[src/tmr3_defs.svh]
/*
 Register offsets, field positions, reset values and counts of the capture/compare timer.
 Assumes inclusion by the design modules (edge detector and top); definitions only.
*/
`ifndef TMR3_DEFS_SVH
`define TMR3_DEFS_SVH

`define TMR3_OFF_CTRL 12'h000
`define TMR3_OFF_MODE 12'h004
`define TMR3_OFF_COUNT 12'h008
`define TMR3_OFF_CC0 12'h00c
`define TMR3_OFF_CC1 12'h010
`define TMR3_OFF_STAT 12'h014
`define TMR3_OFF_CLR 12'h018
`define TMR3_OFF_IEN 12'h01c
`define TMR3_OFF_EDGE 12'h020

// Control register fields
`define TMR3_CTRL_CE 0
`define TMR3_CTRL_BASE 1
`define TMR3_CTRL_PS_LO 4
`define TMR3_CTRL_PS_HI 6

// Mode register fields
`define TMR3_MODE_ETI 0
`define TMR3_MODE_CLEAR_ON_MATCH_ENABLE 1
`define TMR3_MODE_OST 2
`define TMR3_MODE_CMS0 3
`define TMR3_MODE_CMS1 4
`define TMR3_MODE_OUTEN 5

// Status, clear and enable share one layout
`define TMR3_ST_OVF 0
`define TMR3_ST_CC0 1
`define TMR3_ST_CC1 2

`define TMR3_CTRL_RST 8'h00
`define TMR3_MODE_RST 8'h00
`define TMR3_EDGE_RST 6'h00
`define TMR3_CNT_MAX 16'hffff
`define TMR3_SYNC_STAGES 3

`endif

[src/tmr3_pkg.sv]
/*
 Types shared by the capture/compare timer.
 Assumes tmr3_defs.svh is on the include path.
*/
package tmr3_pkg;
	typedef enum logic [1:0] {
		TMR3_EDGE_NONE,
		TMR3_EDGE_RISE,
		TMR3_EDGE_FALL,
		TMR3_EDGE_BOTH
	} tmr3_edge_t;
endpackage

[src/tmr3_edge_det.sv]
/*
 Edge detector for one pin: three-stage synchroniser, then a selectable edge pulse.
 Assumes the pin is asynchronous to clock_i; a change counts when stages two and three agree.
*/
`include "tmr3_defs.svh"
module tmr3_edge_det
	import tmr3_pkg::*;
(
	input wire logic clock_i,
	input wire logic rst_i,
	input wire logic pin_i,
	input wire tmr3_edge_t edge_sel_i,
	output logic pulse_o
);
	logic [`TMR3_SYNC_STAGES-1:0] sync;
	logic level;
	logic rise;
	logic fall;

	always_ff @(posedge clock_i or posedge rst_i) begin
		if (rst_i) begin
			sync <= '0;
		end else begin
			sync <= {sync[1:0], pin_i};
		end
	end

	// Stage 0 is only read by stage 1; the filtered level moves when 1 and 2 agree
	always_ff @(posedge clock_i or posedge rst_i) begin
		if (rst_i) begin
			level <= 1'b0;
		end else if (sync[1] == sync[2]) begin
			level <= sync[2];
		end
	end

	assign rise = (sync[1] == sync[2]) && sync[2] && !level;
	assign fall = (sync[1] == sync[2]) && !sync[2] && level;

	always_comb begin
		unique case (edge_sel_i)
			TMR3_EDGE_NONE: pulse_o = 1'b0;
			TMR3_EDGE_RISE: pulse_o = rise;
			TMR3_EDGE_FALL: pulse_o = fall;
			TMR3_EDGE_BOTH: pulse_o = rise | fall;
		endcase
	end
endmodule

[src/tmr3_top.sv]
/*
 16-bit up counter with two capture/compare registers, overflow and match
 interrupts, clear on match and one set/reset pulse output, behind an APB slave.
 Assumes a single clock; trigger and external clock pins are asynchronous.
*/
// Local design decisions: the register addresses and register access over APB.
// Contract
// One 16-bit counter with exactly two capture/compare registers.
// Software selects base clock: system clock or system clock divided by two.
// Prescaler ratios 1/2 through 1/256 derive the internal count clock.
// Count source is external pulses or the prescaled internal clock.
// Capture mode: valid trigger edge raises that channel's interrupt.
// Compare mode: counter equal to register raises that channel's interrupt.
// Counter overflow raises a dedicated overflow interrupt.
// Software selects free running or stop after overflow.
// Counter clears to zero on compare match when clearing is enabled.
// Exactly one external pulse output driven by compare logic.
// Count enable starts counting; clearing it stops and zeroes the counter.
// Clear on match uses register zero only, never register one.
// Pulse output set by match zero, reset by match one.
// External clock select counts synchronised valid external edges.
// Increment by one per count tick, wrap at maximum and flag overflow.
// Capture latches the counter on each trigger and holds it.
`include "tmr3_defs.svh"
module tmr3_top
	import tmr3_pkg::*;
(
	input wire logic clock_i,
	input wire logic rst_i,
	input wire logic psel,
	input wire logic penable,
	input wire logic pwrite,
	input wire logic [11:0] paddr,
	input wire logic [31:0] pwdata,
	output logic [31:0] prdata,
	output logic pready,
	output logic pslverr,
	input wire logic capture_trigger_input_0_i,
	input wire logic capture_trigger_input_1_i,
	input wire logic ext_count_clock_i,
	output logic pulse_output_pin_o,
	output logic irq_o
);
	logic [7:0] ctrl;
	logic [7:0] mode;
	logic [5:0] edge_cfg;
	logic [15:0] main_up_counter;
	logic [15:0] capcmp_reg_zero;
	logic [15:0] capcmp_reg_one;
	logic [2:0] irq_status;
	logic [2:0] irq_enable;
	logic [8:0] prescale;
	logic base_tick;
	logic stopped;
	logic wr_en;
	logic rd_en;
	logic count_enable_bit;
	logic external_clock_select;
	logic clear_on_match_enable;
	logic ovf_stop_mode;
	logic cms0;
	logic cms1;
	logic [2:0] ps_sel;
	logic int_tick;
	logic ext_tick;
	logic count_tick;
	logic trig0;
	logic trig1;
	logic ext_edge;
	logic match0;
	logic match1;
	logic wrap;
	logic counter_overflow_irq;
	logic [1:0] capcmp_channel_irq;
	logic [2:0] events;
	logic [2:0] clr_req;
	logic [15:0] next_counter;

	assign count_enable_bit = ctrl[`TMR3_CTRL_CE];
	assign ps_sel = ctrl[`TMR3_CTRL_PS_HI:`TMR3_CTRL_PS_LO];
	assign external_clock_select = mode[`TMR3_MODE_ETI];
	assign clear_on_match_enable = mode[`TMR3_MODE_CLEAR_ON_MATCH_ENABLE];
	assign ovf_stop_mode = mode[`TMR3_MODE_OST];
	assign cms0 = mode[`TMR3_MODE_CMS0];
	assign cms1 = mode[`TMR3_MODE_CMS1];

	// APB: zero wait states, unmapped addresses answer with an error
	assign pready = 1'b1;
	assign wr_en = psel && penable && pwrite;
	assign rd_en = psel && penable && !pwrite;

	always_comb begin
		pslverr = 1'b0;
		if (psel && penable) begin
			unique case (paddr)
				`TMR3_OFF_CTRL, `TMR3_OFF_MODE, `TMR3_OFF_COUNT, `TMR3_OFF_CC0,
				`TMR3_OFF_CC1, `TMR3_OFF_STAT, `TMR3_OFF_CLR, `TMR3_OFF_IEN,
				`TMR3_OFF_EDGE: pslverr = 1'b0;
				default: pslverr = 1'b1;
			endcase
		end
	end

	always_ff @(posedge clock_i or posedge rst_i) begin
		if (rst_i) begin
			prdata <= 32'h0000_0000;
		end else if (psel && !penable && !pwrite) begin
			unique case (paddr)
				`TMR3_OFF_CTRL: prdata <= {24'h00_0000, ctrl};
				`TMR3_OFF_MODE: prdata <= {24'h00_0000, mode};
				`TMR3_OFF_COUNT: prdata <= {16'h0000, main_up_counter};
				`TMR3_OFF_CC0: prdata <= {16'h0000, capcmp_reg_zero};
				`TMR3_OFF_CC1: prdata <= {16'h0000, capcmp_reg_one};
				`TMR3_OFF_STAT: prdata <= {29'h0000_0000, irq_status};
				`TMR3_OFF_IEN: prdata <= {29'h0000_0000, irq_enable};
				`TMR3_OFF_EDGE: prdata <= {26'h000_0000, edge_cfg};
				default: prdata <= 32'h0000_0000;
			endcase
		end
	end

	always_ff @(posedge clock_i or posedge rst_i) begin
		if (rst_i) begin
			ctrl <= `TMR3_CTRL_RST;
			mode <= `TMR3_MODE_RST;
			edge_cfg <= `TMR3_EDGE_RST;
			irq_enable <= 3'h0;
		end else if (wr_en) begin
			if (paddr == `TMR3_OFF_CTRL) begin
				ctrl <= pwdata[7:0];
			end
			if (paddr == `TMR3_OFF_MODE) begin
				mode <= pwdata[7:0];
			end
			if (paddr == `TMR3_OFF_EDGE) begin
				edge_cfg <= pwdata[5:0];
			end
			if (paddr == `TMR3_OFF_IEN) begin
				irq_enable <= pwdata[2:0];
			end
		end
	end

	// Base clock: every cycle, or every second cycle when the halved clock is chosen
	always_ff @(posedge clock_i or posedge rst_i) begin
		if (rst_i) begin
			base_tick <= 1'b0;
		end else begin
			base_tick <= ctrl[`TMR3_CTRL_BASE] ? !base_tick : 1'b1;
		end
	end

	// Prescaler runs only while counting so the first tick lands a full period late
	always_ff @(posedge clock_i or posedge rst_i) begin
		if (rst_i) begin
			prescale <= 9'h000;
		end else if (!count_enable_bit) begin
			prescale <= 9'h000;
		end else if (base_tick) begin
			prescale <= prescale + 9'h001;
		end
	end

	// Ratio 1/2^(sel+1): tick when the low sel+1 bits roll over
	always_comb begin
		int_tick = 1'b0;
		if (base_tick && count_enable_bit) begin
			int_tick = (prescale[ps_sel] == 1'b1) &&
				((prescale & ((9'h001 << ps_sel) - 9'h001)) == ((9'h001 << ps_sel) - 9'h001));
		end
	end

	tmr3_edge_det u_edge_trig0 (
		.clock_i(clock_i),
		.rst_i(rst_i),
		.pin_i(capture_trigger_input_0_i),
		.edge_sel_i(tmr3_edge_t'(edge_cfg[1:0])),
		.pulse_o(trig0)
	);

	tmr3_edge_det u_edge_trig1 (
		.clock_i(clock_i),
		.rst_i(rst_i),
		.pin_i(capture_trigger_input_1_i),
		.edge_sel_i(tmr3_edge_t'(edge_cfg[3:2])),
		.pulse_o(trig1)
	);

	tmr3_edge_det u_edge_extclk (
		.clock_i(clock_i),
		.rst_i(rst_i),
		.pin_i(ext_count_clock_i),
		.edge_sel_i(tmr3_edge_t'(edge_cfg[5:4])),
		.pulse_o(ext_edge)
	);

	assign ext_tick = ext_edge && count_enable_bit;
	assign count_tick = (external_clock_select ? ext_tick : int_tick) && !stopped;
	assign match0 = cms0 && count_enable_bit && (main_up_counter == capcmp_reg_zero);
	assign match1 = cms1 && count_enable_bit && (main_up_counter == capcmp_reg_one);
	assign wrap = count_tick && (main_up_counter == `TMR3_CNT_MAX);

	// Counter: one per tick, wraps at maximum, zeroed by enable low or match zero
	always_comb begin
		next_counter = main_up_counter;
		if (!count_enable_bit) begin
			next_counter = 16'h0000;
		end else if (count_tick) begin
			if (match0 && clear_on_match_enable) begin
				next_counter = 16'h0000;
			end else begin
				next_counter = main_up_counter + 16'h0001;
			end
		end
	end

	always_ff @(posedge clock_i or posedge rst_i) begin
		if (rst_i) begin
			main_up_counter <= 16'h0000;
		end else begin
			main_up_counter <= next_counter;
		end
	end

	// Overflow stop holds the count at zero until the enable is cycled
	always_ff @(posedge clock_i or posedge rst_i) begin
		if (rst_i) begin
			stopped <= 1'b0;
		end else if (!count_enable_bit) begin
			stopped <= 1'b0;
		end else if (wrap && ovf_stop_mode) begin
			stopped <= 1'b1;
		end
	end

	// Capture in capture mode, software write only in compare mode
	always_ff @(posedge clock_i or posedge rst_i) begin
		if (rst_i) begin
			capcmp_reg_zero <= 16'h0000;
		end else if (!cms0 && trig0 && count_enable_bit) begin
			capcmp_reg_zero <= main_up_counter;
		end else if (cms0 && wr_en && paddr == `TMR3_OFF_CC0) begin
			capcmp_reg_zero <= pwdata[15:0];
		end
	end

	always_ff @(posedge clock_i or posedge rst_i) begin
		if (rst_i) begin
			capcmp_reg_one <= 16'h0000;
		end else if (!cms1 && trig1 && count_enable_bit) begin
			capcmp_reg_one <= main_up_counter;
		end else if (cms1 && wr_en && paddr == `TMR3_OFF_CC1) begin
			capcmp_reg_one <= pwdata[15:0];
		end
	end

	// Match events fire once, on the tick that leaves the matching value
	assign capcmp_channel_irq[0] = cms0 ? (match0 && count_tick) :
		(trig0 && count_enable_bit);
	assign capcmp_channel_irq[1] = cms1 ? (match1 && count_tick) :
		(trig1 && count_enable_bit);
	assign counter_overflow_irq = wrap;

	// Set/reset output: match zero sets, match one resets; set wins a tie
	always_ff @(posedge clock_i or posedge rst_i) begin
		if (rst_i) begin
			pulse_output_pin_o <= 1'b0;
		end else if (!mode[`TMR3_MODE_OUTEN]) begin
			pulse_output_pin_o <= 1'b0;
		end else if (match0 && count_tick) begin
			pulse_output_pin_o <= 1'b1;
		end else if (match1 && count_tick) begin
			pulse_output_pin_o <= 1'b0;
		end
	end

	// Sticky status; a new event wins over a clear in the same cycle
	assign events = {capcmp_channel_irq, counter_overflow_irq};
	assign clr_req = (wr_en && paddr == `TMR3_OFF_CLR) ? pwdata[2:0] : 3'h0;

	always_ff @(posedge clock_i or posedge rst_i) begin
		if (rst_i) begin
			irq_status <= 3'h0;
		end else begin
			irq_status <= (irq_status & ~clr_req) | events;
		end
	end

	always_ff @(posedge clock_i or posedge rst_i) begin
		if (rst_i) begin
			irq_o <= 1'b0;
		end else begin
			irq_o <= |(((irq_status & ~clr_req) | events) & irq_enable);
		end
	end
endmodule

[config.mk]
export PLATFORM = sky130hd
export DESIGN_NAME = tmr3_top
export DESIGN_NICKNAME = d
export VERILOG_FILES = /design/src/tmr3_pkg.sv /design/src/tmr3_edge_det.sv /design/src/tmr3_top.sv
export VERILOG_INCLUDE_DIRS = /design/src
export SDC_FILE = /design/constraint.sdc
export NUM_CORES = 1
export LEC_CHECK = 0
export BUFFER_PORTS_ARGS = -buffer_cell sky130_fd_sc_hd__buf_4
export CORE_MARGIN = 5
export CORE_UTILIZATION = 25
export DETAILED_ROUTE_END_ITERATION = 12
export GPL_TIMING_DRIVEN = 0
export SLEW_MARGIN = 20
export SYNTH_ARGS = -nofsm -noshare
export SYNTH_HDL_FRONTEND = slang
export SYNTH_SLANG_ARGS = --single-unit
[constraint.sdc]
create_clock -name clock_i -period 4.62 [get_ports clock_i]
set_input_delay 0.924 -clock clock_i [delete_from_list [all_inputs] [get_ports clock_i]]
set_output_delay 0.924 -clock clock_i [all_outputs]
set_load 0.02 [all_outputs]
-- Yosys cells after proc, flatten, opt, wreduce, memory -nomap -nowiden
Cells that the tools add are included.
- reductions and logical operators: 64
- add/subtract/negate cells: 3
- shifts and indexed selects: 1
- $lt $le $gt $ge: 1
- bitwise logic cells: 8
- multiplexer cells: 28
- eq/ne operators: 28
- operators with widths (cell ; number):
    16-bit case mux with 8 select lines ; 1
    16-bit 2-to-1 mux ; 7
    12-bit by 5-bit == test with 1-bit output (second input constant) ; 4
    1-bit logical AND ; 40
    16-bit == test ; 2
    12-bit by 4-bit == test with 1-bit output (second input constant) ; 2
    9-bit 2-to-1 mux ; 2
    16-bit by 1-bit adder with 16-bit output (second input constant) ; 1
    16-bit == test (second input constant) ; 1
    1-bit 2-to-1 mux ; 13
    12-bit by 3-bit == test with 1-bit output (second input constant) ; 1
    12-bit by 6-bit == test with 1-bit output (second input constant) ; 1
    2-bit == test (second input constant) ; 6
    1-bit zero test ; 12
    12-bit zero test ; 1
    1-bit case mux with 4 select lines ; 3
    9-bit by 1-bit adder with 9-bit output (second input constant) ; 1
    9-bit AND ; 1
    9-bit == test ; 1
    9-bit OR reduction ; 1
    1-bit by 3-bit left shift with 9-bit output (first input constant) ; 1
    9-bit by 1-bit subtractor with 9-bit output (second input constant) ; 1
    2-bit AND reduction ; 4
    3-bit AND ; 2
    other kinds (13) ; 24
- register bits: 133
- logic and storage cells: 153
- input bits: 52

-- Longest topological paths before layout
Gate-level depths: netlist (run 1).
- word-level depth: 13
- gate-level depth with buffers: 11
- gate-level depth less buffers: 9

-- Modules after synthesis
A second synthesis (run 1) with hierarchy kept.
- cell total of the unflattened synthesis: 669
- area, all modules: 6535.0 um^2
- by module, submodules not included (module ; instances ; area an instance (um^2) ; cells each):
    tmr3_top ; 1 ; 6047.0 ; 627
    tmr3_edge_det ; 3 ; 162.7 ; 14

-- Least setup slack after synthesis (run 1)
No wires, ideal clock.
- kind: in2out
- start point: in paddr[7]
- end point: out pslverr
- data required time: 3.696 ns
- path slack: 1.524 ns
- arrival: 2.172 ns
- path buffers: 0
- stages: 3
- path through: or4_4 > nor3_1 > a31oi_1
- longest elaborated chain between the ends: 4
- elaborated cells on any way between the ends: 12
- ends and longest elaborated chain (element ; RTL line ; text):
    from (decl) ; tmr3_top.sv:33 ; input wire logic [11:0] paddr,
    12-bit by 3-bit == test with 1-bit output (tied with other cells) ; tmr3_top.sv:95 ; unique case (paddr)
    9-bit OR reduction * ; tmr3_top.sv:95 ;
    1-bit 2-to-1 mux * ; tmr3_top.sv:95 ;
    1-bit 2-to-1 mux * ; tmr3_top.sv:94 ; if (psel && penable) begin
    to (decl) ; tmr3_top.sv:37 ; output logic pslverr,
Mark *: on every way between the ends. The rest lies on a longest branch, timed or not.

-- Final worst setup path (run 1)
Same ends and word-level chain as after synthesis.

==> results.tsv, run 1 <==
metric	value	unit
cts_tree	done	
pwr-share-seq	38.7	%
fmax	268.9	MHz
cts_root_buf	clkbuf_16	
dpl.cell_count	1070	
cts_resized	0	
period_share	80.51	%
grt_antenna_before_repair	0	
drv_slew	0	
p_sw	0.7487	mW
power	2.995	mW
synth.cell_area	6546	sq um
placed_cell_area	7452	sq um
hold_buffers	0	
wire_per_inst	17.71	um
cts-htree-levels	4	
setup_viol	0	
muxShareOfSynthArea	9.920	%
r2r-end	main_up_counter[11]	
final_cell_mix	117 x dfrtp_1, 82 x nor2_1, 72 x buf_4	
portBuffers	53	
reg2reg_slack	1.58	ns
crit_arrival	2.80	ns
synth_compound_area_share	15.96	%
rows	59	
insertion_delay	0.43	ns
setup_slack	0.9005	ns
run_status	finished clean	
clk_pin_slew	0.06	ns
first_pass_iters	7	
core	25910	sq um
cp_max_fo	7	
drc	0	
rr_worst_depth	10	
drive_gt1_share	19.95	%
synth_edf_count	0	
num_antenna_cells	0	
overflow	0	
internal-power	2.246	mW
dp_slack	1.029	ns
hpwl	14190	um
rr_startpoint	ctrl[5]	
hold_violations	0	
dieHeight	171.8	um
grt_max_degree	66	
swShare	25.00	%
nFillCells	2668	
synth-adder-area-share	1.720	%
boundaryPins	88	
grt_pass1_vias	5426	
p_comb_share	12.3	%
async_flop_share	100.0	%
skew	0.01036	ns
p_leak	3.570	nW
ys.flop_type	dfrtp_1	
clk_path_buf_depth	2	
endpoint	pslverr	
ys_seq_area_share	44.72	%
powerDensity	369.6	nW/um^2
required	3.70	ns
die-width	171.8	um
criticalPathCategory	in -> out	
synth_warnings	0	
worst_pin_slew	1.049	ns
synth_top_family_by_area	simple AND/OR/NAND/NOR gates	
cp-start-kind	input port	
start_util	25.26	%
final_common_cell	dfrtp_1	
synth_cell_type_count	61	
hp-class	reg -> reg	
synthSimpleGateAreaFrac	16.34	%
synthCells	666	
grt_setup_unrepaired	no	
period_minus_slack	3.719	ns
final_cell_count_no_fill	1102	
postSynthAreaPerCell	9.829	sq um
final_antenna_net_count	0	
ys_seq_elements	117	
grt_use_total	13.52	%
grt_pass1_wl	30730	um
drt-total-wl	19510	um
drt_first_iter_violations	564	
tns	0	ns
nNetsFinal	815	
pwr-share-clk	48.9	%
clock-sinks	117	
syn_to_final_growth	23.78	%
maxCapViolations	0	
vias	5483	
gp_congestion	0.9478	
cts_buffers	17	
end_kind	output port	
peakVddDrop	0.2458	mV
final_area	8103	sq um
detail_route.vias_per_cell	4.975	
maxSlewHeadroom	29.52	%
synth_xor_area_share	5.084	%
cts_setup_buffers	0	
startpoint	paddr[7]	
die-area	29520	sq um
[critical path, cell delays in order]
cell	delay (ns)
buf_4	0.11
or4_4	0.54
nor3_1	0.82
a31oi_1	0.18
buf_4	0.22
[worst min-delay path by stage]
stage	start	endpoint	slack, ns	depth (start not counted)
floorplan	u_edge_extclk.sync[0]	u_edge_extclk.sync[1]	0.33	0
global placement	u_edge_trig1.sync[0]	u_edge_trig1.sync[1]	0.33	0
detailed placement	u_edge_extclk.sync[0]	u_edge_extclk.sync[1]	0.34	0
CTS	u_edge_extclk.sync[0]	u_edge_extclk.sync[1]	0.35	0
global route	u_edge_trig0.sync[0]	u_edge_trig0.sync[1]	0.35	0
finish	u_edge_trig1.sync[0]	u_edge_trig1.sync[1]	0.34	0
[layout make-up]
class                      instances  area [sq um]  share of cell area (%)
multi-input combinational        485          3273                   40.40
sequential                       117          2928                   36.13
clock buffer                      23         478.0                   5.899
timing repair buffer              54         425.4                   5.250
tap                              335         419.2                   5.173
buffer                            65         349.1                   4.308
clock inverter                     9         172.7                   2.131
inverter                          14         57.56                  0.7103
[routing by layer]
metal  up-vias  wire (um)  global-route usage (%)
met5         -          0                       0
met4         0        490                   4.580
met3        39       1247                   2.942
met2       213       9220                   21.78
met1      2680       8554                   18.06
li1       2551          -                       -
[cells in the mapped netlist (4+ instances only)]
library cell  number  area (sq um)
dfrtp_1          117          2928
nor2_1            82         307.8
a21oi_1           53         265.3
mux2i_1           39         390.4
clkbuf_1          33         123.9
nand2_1           33         123.9
a22o_1            31         271.5
xor2_1            23         201.4
mux2_2            21         236.5
nand3_1           20         100.1
buf_4             19         142.6
o21ai_0           19         95.09
xnor2_1           15         131.4
inv_1             14         52.55
and3_1            13         81.33
a222oi_1          11         110.1
a22oi_1           10         75.07
nand4_1           10         62.56
buf_2              9         45.04
ha_1               9         112.6
nor3_1             7         35.03
a211oi_1           5         37.54
nand2b_1           5         31.28
or3_1              5         31.28
nor4_1             4         25.02
[power by group through the flow]
stage / sequential (mW) / combinational (mW) / clock (mW)
floorplan: 1.19 / 0.217 / 0
global placement: 1.17 / 0.362 / 0
detailed placement: 1.18 / 0.370 / 0
CTS: 1.16 / 0.373 / 1.49
global route: 1.17 / 0.413 / 1.54
finish: 1.16 / 0.369 / 1.47
[sequential cells by signal, indices dropped and copies added, names as in the netlist, 3 cells and up]
| name | flops |
|---|---|
| main_up_counter | 16 |
| edge_cfg | 6 |
| u_edge_trig1.sync | 3 |
| mode | 8 |
| capcmp_reg_zero | 16 |
| irq_enable | 3 |
| ctrl | 8 |
| irq_status | 3 |
| prescale | 9 |
| u_edge_trig0.sync | 3 |
| prdata | 16 |
| u_edge_extclk.sync | 3 |
| capcmp_reg_one | 16 |
[stage by stage]
step / hold WS, ns / util, %
2_1_floorplan: 0.3312 / -
3_3_place_gp: 0.3335 / 28.63
3_5_place_dp: 0.3358 / 28.76
4_1_cts: 0.3482 / 31.27
5_1_grt: 0.3535 / 31.27
6_report: 0.3430 / 31.27
[cells by family (layout without fill, tap and decap cells)]
family,Yosys count,count (layout)
other,2,17
AOI/OAI and AO/OA,152,152
muxes,61,61
DFF,117,117
adders and majority gates,9,9
and+or+nand+nor,208,208
buffers and inverters,79,165
xor gates and xnor gates,38,38
(Power assumes the default switching activity.)
==> inputs of run 2 (changes only) <==
==> constraint.sdc (replaced) <==
create_clock -name clock_i -period 3.29 [get_ports clock_i]
set_input_delay 0.658 -clock clock_i [delete_from_list [all_inputs] [get_ports clock_i]]
set_output_delay 0.658 -clock clock_i [all_outputs]
set_load 0.02 [all_outputs]
==> results.tsv, run 2 (synthesis results as in run 1) <==
metric	value	unit	change
run_status	finished clean		
fmax	321.3	MHz	
wire_per_inst	17.55	um	-0.91%
p_leak	3.578	nW	+0.24%
cts_root_buf	clkbuf_16		
placed_cell_area	7518	sq um	+0.89%
end_kind	output port		
cts_resized	0		unchanged
clk_pin_slew	0.05	ns	about the same
internal-power	2.987	mW	+33%
cp-start-kind	input port		
grt_use_met1	18.01	%	-0.052 points
start_util	25.26	%	unchanged
maxSlewHeadroom	34.83	%	+5.3 points
insertion_delay	0.42	ns	about the same
hold_violations	0		unchanged
boundaryPins	88		unchanged
tns	0	ns	unchanged
grt_antenna_before_repair	0		unchanged
worst_pin_slew	0.9700	ns	-0.07905 ns
drc	0		unchanged
gp_congestion	0.9443		-0.37%
detail_route.vias_per_cell	4.911		-1.3%
grt_pass1_vias	5259		-3.1%
portBuffers	53		unchanged
use_met3	2.942	%	unchanged
period_minus_slack	3.113	ns	
final_common_cell	dfrtp_1		
cts_buffers	17		unchanged
first_pass_iters	7		unchanged
power	4.065	mW	+36%
final_antenna_net_count	0		unchanged
die-width	171.8	um	unchanged
grt_setup_unrepaired	no		
nNetsFinal	818		+0.37%
overflow	0		unchanged
syn_to_final_growth	24.16	%	
powerDensity	500.1	nW/um^2	+35%
die-area	29520	sq um	unchanged
clock-sinks	117		unchanged
core	25910	sq um	unchanged
criticalPathCategory	in -> out		
drv_slew	0		unchanged
drive_gt1_share	20.65	%	+0.70 points
final_area	8128	sq um	+0.31%
vias	5427		-1.0%
drt_first_iter_violations	593		+5.1%
pwr-share-clk	46.9	%	-2.0 points
cp_max_fo	7		unchanged
required	2.63	ns	-1.07 ns
p_comb_share	13.0	%	+0.7 points
grt_max_degree	31		-53%
cts_tree	done		
hpwl	14430	um	+1.7%
rows	59		unchanged
hold_buffers	0		unchanged
clk_path_buf_depth	2		unchanged
drt-total-wl	19390	um	-0.64%
peakVddDrop	0.3419	mV	+39%
grt_pass1_wl	30090	um	-2.1%
busiest_layer	met2		
swShare	26.51	%	+1.5 points
num_antenna_cells	0		unchanged
maxCapViolations	0		unchanged
p_sw	1.077	mW	+44%
skew	0.008596	ns	-0.001763 ns
final_cell_mix	117 x dfrtp_1, 82 x nor2_1, 72 x buf_4		
grt_use_total	13.22	%	-0.30 points
period_share	94.61	%	
gr-usage-met2	21.15	%	-0.63 points
hold_ws	0.3156	ns	-0.02741 ns
crit_arrival	2.45	ns	-0.35 ns
dieHeight	171.8	um	unchanged
cts-htree-levels	4		unchanged
hp-class	in -> async		
setup_viol	0		unchanged
pwr-share-seq	40.1	%	+1.4 points
cts_setup_buffers	0		unchanged
-- run 2: metal layers --
| metal | up-vias | part of all wire [%] |
|---|---|---|
| met4 | 0 | 1.8 |
| li1 | 2567 | - |
| met5 | - | 0 |
| met3 | 22 | 6.1 |
| met2 | 196 | 47 |
| met1 | 2642 | 45 |
-- run 2: worst paths after layout --
| kind | startpoint | to | slack [ns] | depth (start not counted) |
|---|---|---|---|---|
| worst min-delay path | rst_i | u_edge_trig0.sync[0] | 0.32 | 2 |
| worst min register to register | u_edge_trig0.sync[0] | u_edge_trig0.sync[1] | 0.35 | 0 |
| worst max register to register | ctrl[5] | main_up_counter[11] | 0.28 | 10 |
| worst max-delay path | paddr[7] | pslverr | 0.18 | 5 |
| min in group clock_i | capture_trigger_input_1_i | u_edge_trig1.sync[0] | 0.35 | 1 |
| max in group asynchronous | rst_i | main_up_counter[4] | 2.21 | 4 |
-- run 2: area by class of cell --
| class | count | area [sq um] |
|---|---|---|
| plain buffers | 65 | 349.1 |
| repair buffers | 57 | 493.0 |
| flip-flops and latches | 117 | 2928 |
| fillers | 2656 | 17780 |
| multi-input cells | 485 | 3273 |
| inverters | 14 | 56.30 |
| clock inverters | 13 | 156.4 |
| clock buffers | 19 | 452.9 |
| well taps | 335 | 419.2 |
-- run 2: metrics by stage --
step | instances | setup WS, ns | util [%]
6_report | 1105 | 0.1774 | 31.37
5_1_grt | 1105 | 0.02602 | 31.37
4_1_cts | 1105 | 0.2256 | 31.37
3_5_place_dp | 1073 | 0.2042 | 29.02
3_3_place_gp | 1069 | 0.1806 | 28.65
2_1_floorplan | 681 | 0.6440 | -
-- run 2: power by group through the flow --
stage / clock (mW) / combinational (mW) / sequential, mW
global route: 2.00 / 0.586 / 1.65
CTS: 1.93 / 0.530 / 1.63
finish: 1.91 / 0.528 / 1.63
floorplan: 0 / 0.305 / 1.67
detailed placement: 0 / 0.526 / 1.66
global placement: 0 / 0.509 / 1.65
-- run 2: critical path, cell delays in order --
cell and delay [ns]:
buf_4 0.11, or4_4 0.54, nor3_1 0.76, a31oi_1 0.18, buf_4 0.22
==> inputs of run 3 (changes only) <==
--- a/config.mk
+++ b/config.mk
@@ -6,6 +6,7 @@
 export SDC_FILE = /design/constraint.sdc
 export NUM_CORES = 1
 export LEC_CHECK = 0
+export ABC_AREA = 1
 export BUFFER_PORTS_ARGS = -buffer_cell sky130_fd_sc_hd__buf_4
 export CORE_MARGIN = 5
 export CORE_UTILIZATION = 25
==> results.tsv, run 3 <==
metric	value	unit	change
worst-path-buf-inv	5		+3
reg2reg_slack	1.03	ns	+0.75 ns
final_cell_mix	242 x nand2_1, 117 x dfrtp_1, 95 x inv_1		
synthCells	933		+40%
pwr-share-clk	54.9	%	+8.0 points
yosysTopAreaCellShare	41.79	%	-2.9 points
crit_chain	buf_4, nor2_1, nand2_1, inv_2, buf_4, nand3_4, buf_2, nand4_1, nor4_1, buf_4		
boundaryPins	88		unchanged
cts-htree-levels	4		unchanged
synth.cell_area	7007	sq um	+7.0%
ys.flop_type	dfrtp_1		
peakVddDrop	0.3550	mV	+3.8%
end_kind	output port		
syn_to_final_growth	23.59	%	
internal-power	2.863	mW	-4.2%
tns	0	ns	unchanged
p_sw	0.8048	mW	-25%
gp_congestion	0.9263		-1.9%
clk_pin_slew	0.06	ns	about the same
vias	6772		+25%
swShare	21.94	%	-4.6 points
ys_seq_area_share	41.79	%	-2.9 points
p_leak	3.927	nW	+9.7%
drv_slew	0		unchanged
slowest_delay	0.36	ns	-0.40 ns
pwr-share-seq	39.9	%	-0.2 points
drc	0		unchanged
maxSlewHeadroom	49.48	%	+15 points
die-width	177.4	um	+3.3%
skew	0.006695	ns	-0.001902 ns
final_cell_count_no_fill	1415		+28%
synth_most_common_cell	nand2_1		
cts_buffers	17		unchanged
synth_area_leader_cell	dfrtp_1		
cp_max_fo	10		+3
synth_common_cells	242 x nand2_1, 117 x dfrtp_1, 96 x inv_1		
cp-start-kind	input port		
setup_slack	0.2826	ns	+0.1051 ns
overflow	0		unchanged
path_delay_family	buffers and inverters		
num_antenna_cells	0		unchanged
detail_route.vias_per_cell	4.786		-2.6%
grt_pass1_wl	36070	um	+20%
powerDensity	423.5	nW/um^2	-15%
die-area	31470	sq um	+6.6%
drt_first_iter_violations	559		-5.7%
grt_setup_unrepaired	no		
r2r-end	capcmp_reg_zero[3]		
grt_antenna_before_repair	0		unchanged
p_comb_share	5.2	%	-7.8 points
hp-class	in -> async		
portBuffers	54		+1.9%
period_share	91.41	%	-3.2 points
setup_viol	0		unchanged
timing.critical_path.mode_cell	buf_4		
fmax	332.5	MHz	+3.5%
nFillCells	2959		+11%
rows	61		+3.4%
worst_pin_slew	0.7577	ns	-0.2123 ns
core	27710	sq um	+6.9%
required	2.63	ns	about the same
rr_worst_depth	10		unchanged
clock-sinks	117		unchanged
grt_max_degree	32		+3.2%
maxCapViolations	0		unchanged
ys_seq_elements	117		unchanged
wire_per_inst	16.50	um	-5.9%
postSynthAreaPerCell	7.510	sq um	-24%
start_util	25.29	%	+0.026 points
insertion_delay	0.43	ns	about the same
critical_path_depth	10		+5
cp_slowest_cell	nor4_1		
rr_startpoint	u_edge_trig0.sync[1]		
cts_root_buf	clkbuf_16		
clk_path_buf_depth	2		unchanged
hpwl	17880	um	+24%
nNetsFinal	1086		+33%
cts_tree	done		
criticalPathCategory	in -> out		
grt_pass1_vias	6398		+22%
run_status	finished clean		
period_minus_slack	3.007	ns	-0.1051 ns
dp_slack	0.3521	ns	+0.1479 ns
synth_warnings	0		unchanged
hold_buffers	0		unchanged
final_common_cell	nand2_1		
synth_cell_type_count	45		-26%
cts_resized	0		unchanged
async_flop_share	100.0	%	unchanged
first_pass_iters	6		-1
post-route-util	31.26	%	-0.11 points
final_antenna_net_count	0		unchanged
dpl.cell_count	1384		+29%
synth_edf_count	0		unchanged
crit_arrival	2.35	ns	-0.10 ns
synth_area_leaders	dfrtp_1 42%, nand2_1 13%, o21ai_0 5.6%		
dieHeight	177.4	um	+3.3%
drive_gt1_share	18.13	%	-2.5 points
grt_use_total	14.81	%	+1.6 points
hold_violations	0		unchanged
cts_setup_buffers	0		unchanged
power	3.668	mW	-9.8%
drt-total-wl	23350	um	+20%
[run 3: kinds of logic after synthesis]
| kind of cell | count (synthesis) | synth area share, % |
|---|---|---|
| flip-flops | 117 | 41.79 |
| XOR/XNOR | 10 | 1.250 |
| AO/OA/AOI/OAI | 192 | 16.30 |
| adder cells (fa/ha/maj) | 9 | 1.607 |
| buffers and inverters | 163 | 10.70 |
| AND/OR/NAND/NOR | 440 | 28.25 |
| other | 2 | 0.1072 |
[run 3: area by class of cell]
class	instances	area [sq um]	share of cell area, %
inverter	112	424.2	4.898
sequential	117	2928	33.81
buffer	51	329.1	3.800
multi-input combinational	668	3386	39.10
clock buffer	21	440.4	5.086
clock inverter	10	178.9	2.066
timing repair buffer	58	500.5	5.780
tap	378	473.0	5.462
[run 3: how the worst max path moves through the flow]
stage	from	endpoint	slack [ns]
final	paddr[9]	pslverr	0.28
after global routing	paddr[9]	pslverr	0.19
after CTS	paddr[9]	pslverr	0.32
after detailed placement	paddr[9]	pslverr	0.35
after global placement	rst_i	prdata[11]	0.29
after floorplan	paddr[9]	pslverr	0.56
[run 3: metal layers]
layer | vias up | wire, um | track usage (%) | share of wire, %
li1 | 3242 | - | - | -
met1 | 3201 | 9893 | 18.59 | 42
met2 | 272 | 10970 | 23.86 | 47
met3 | 57 | 1576 | 4.367 | 6.7
met4 | 0 | 916 | 6.026 | 3.9
met5 | - | 0 | 0 | 0
[run 3: metrics by stage]
step / hold WS, ns / cell area, sq um
2_1_floorplan: 0.3312 / 7067
5_1_grt: 0.2999 / 8660
4_1_cts: 0.2825 / 8660
3_3_place_gp: 0.3370 / 7945
3_5_place_dp: 0.3403 / 8040
6_report: 0.2717 / 8660
[run 3: power by group through the flow]
stage,Sequential [mW],Clock [mW],Combinational (mW)
after detailed placement,1.49,0,0.193
after CTS,1.46,2.03,0.194
after global routing,1.47,2.10,0.213
final,1.46,2.01,0.191
after floorplan,1.49,0,0.105
after global placement,1.49,0,0.178
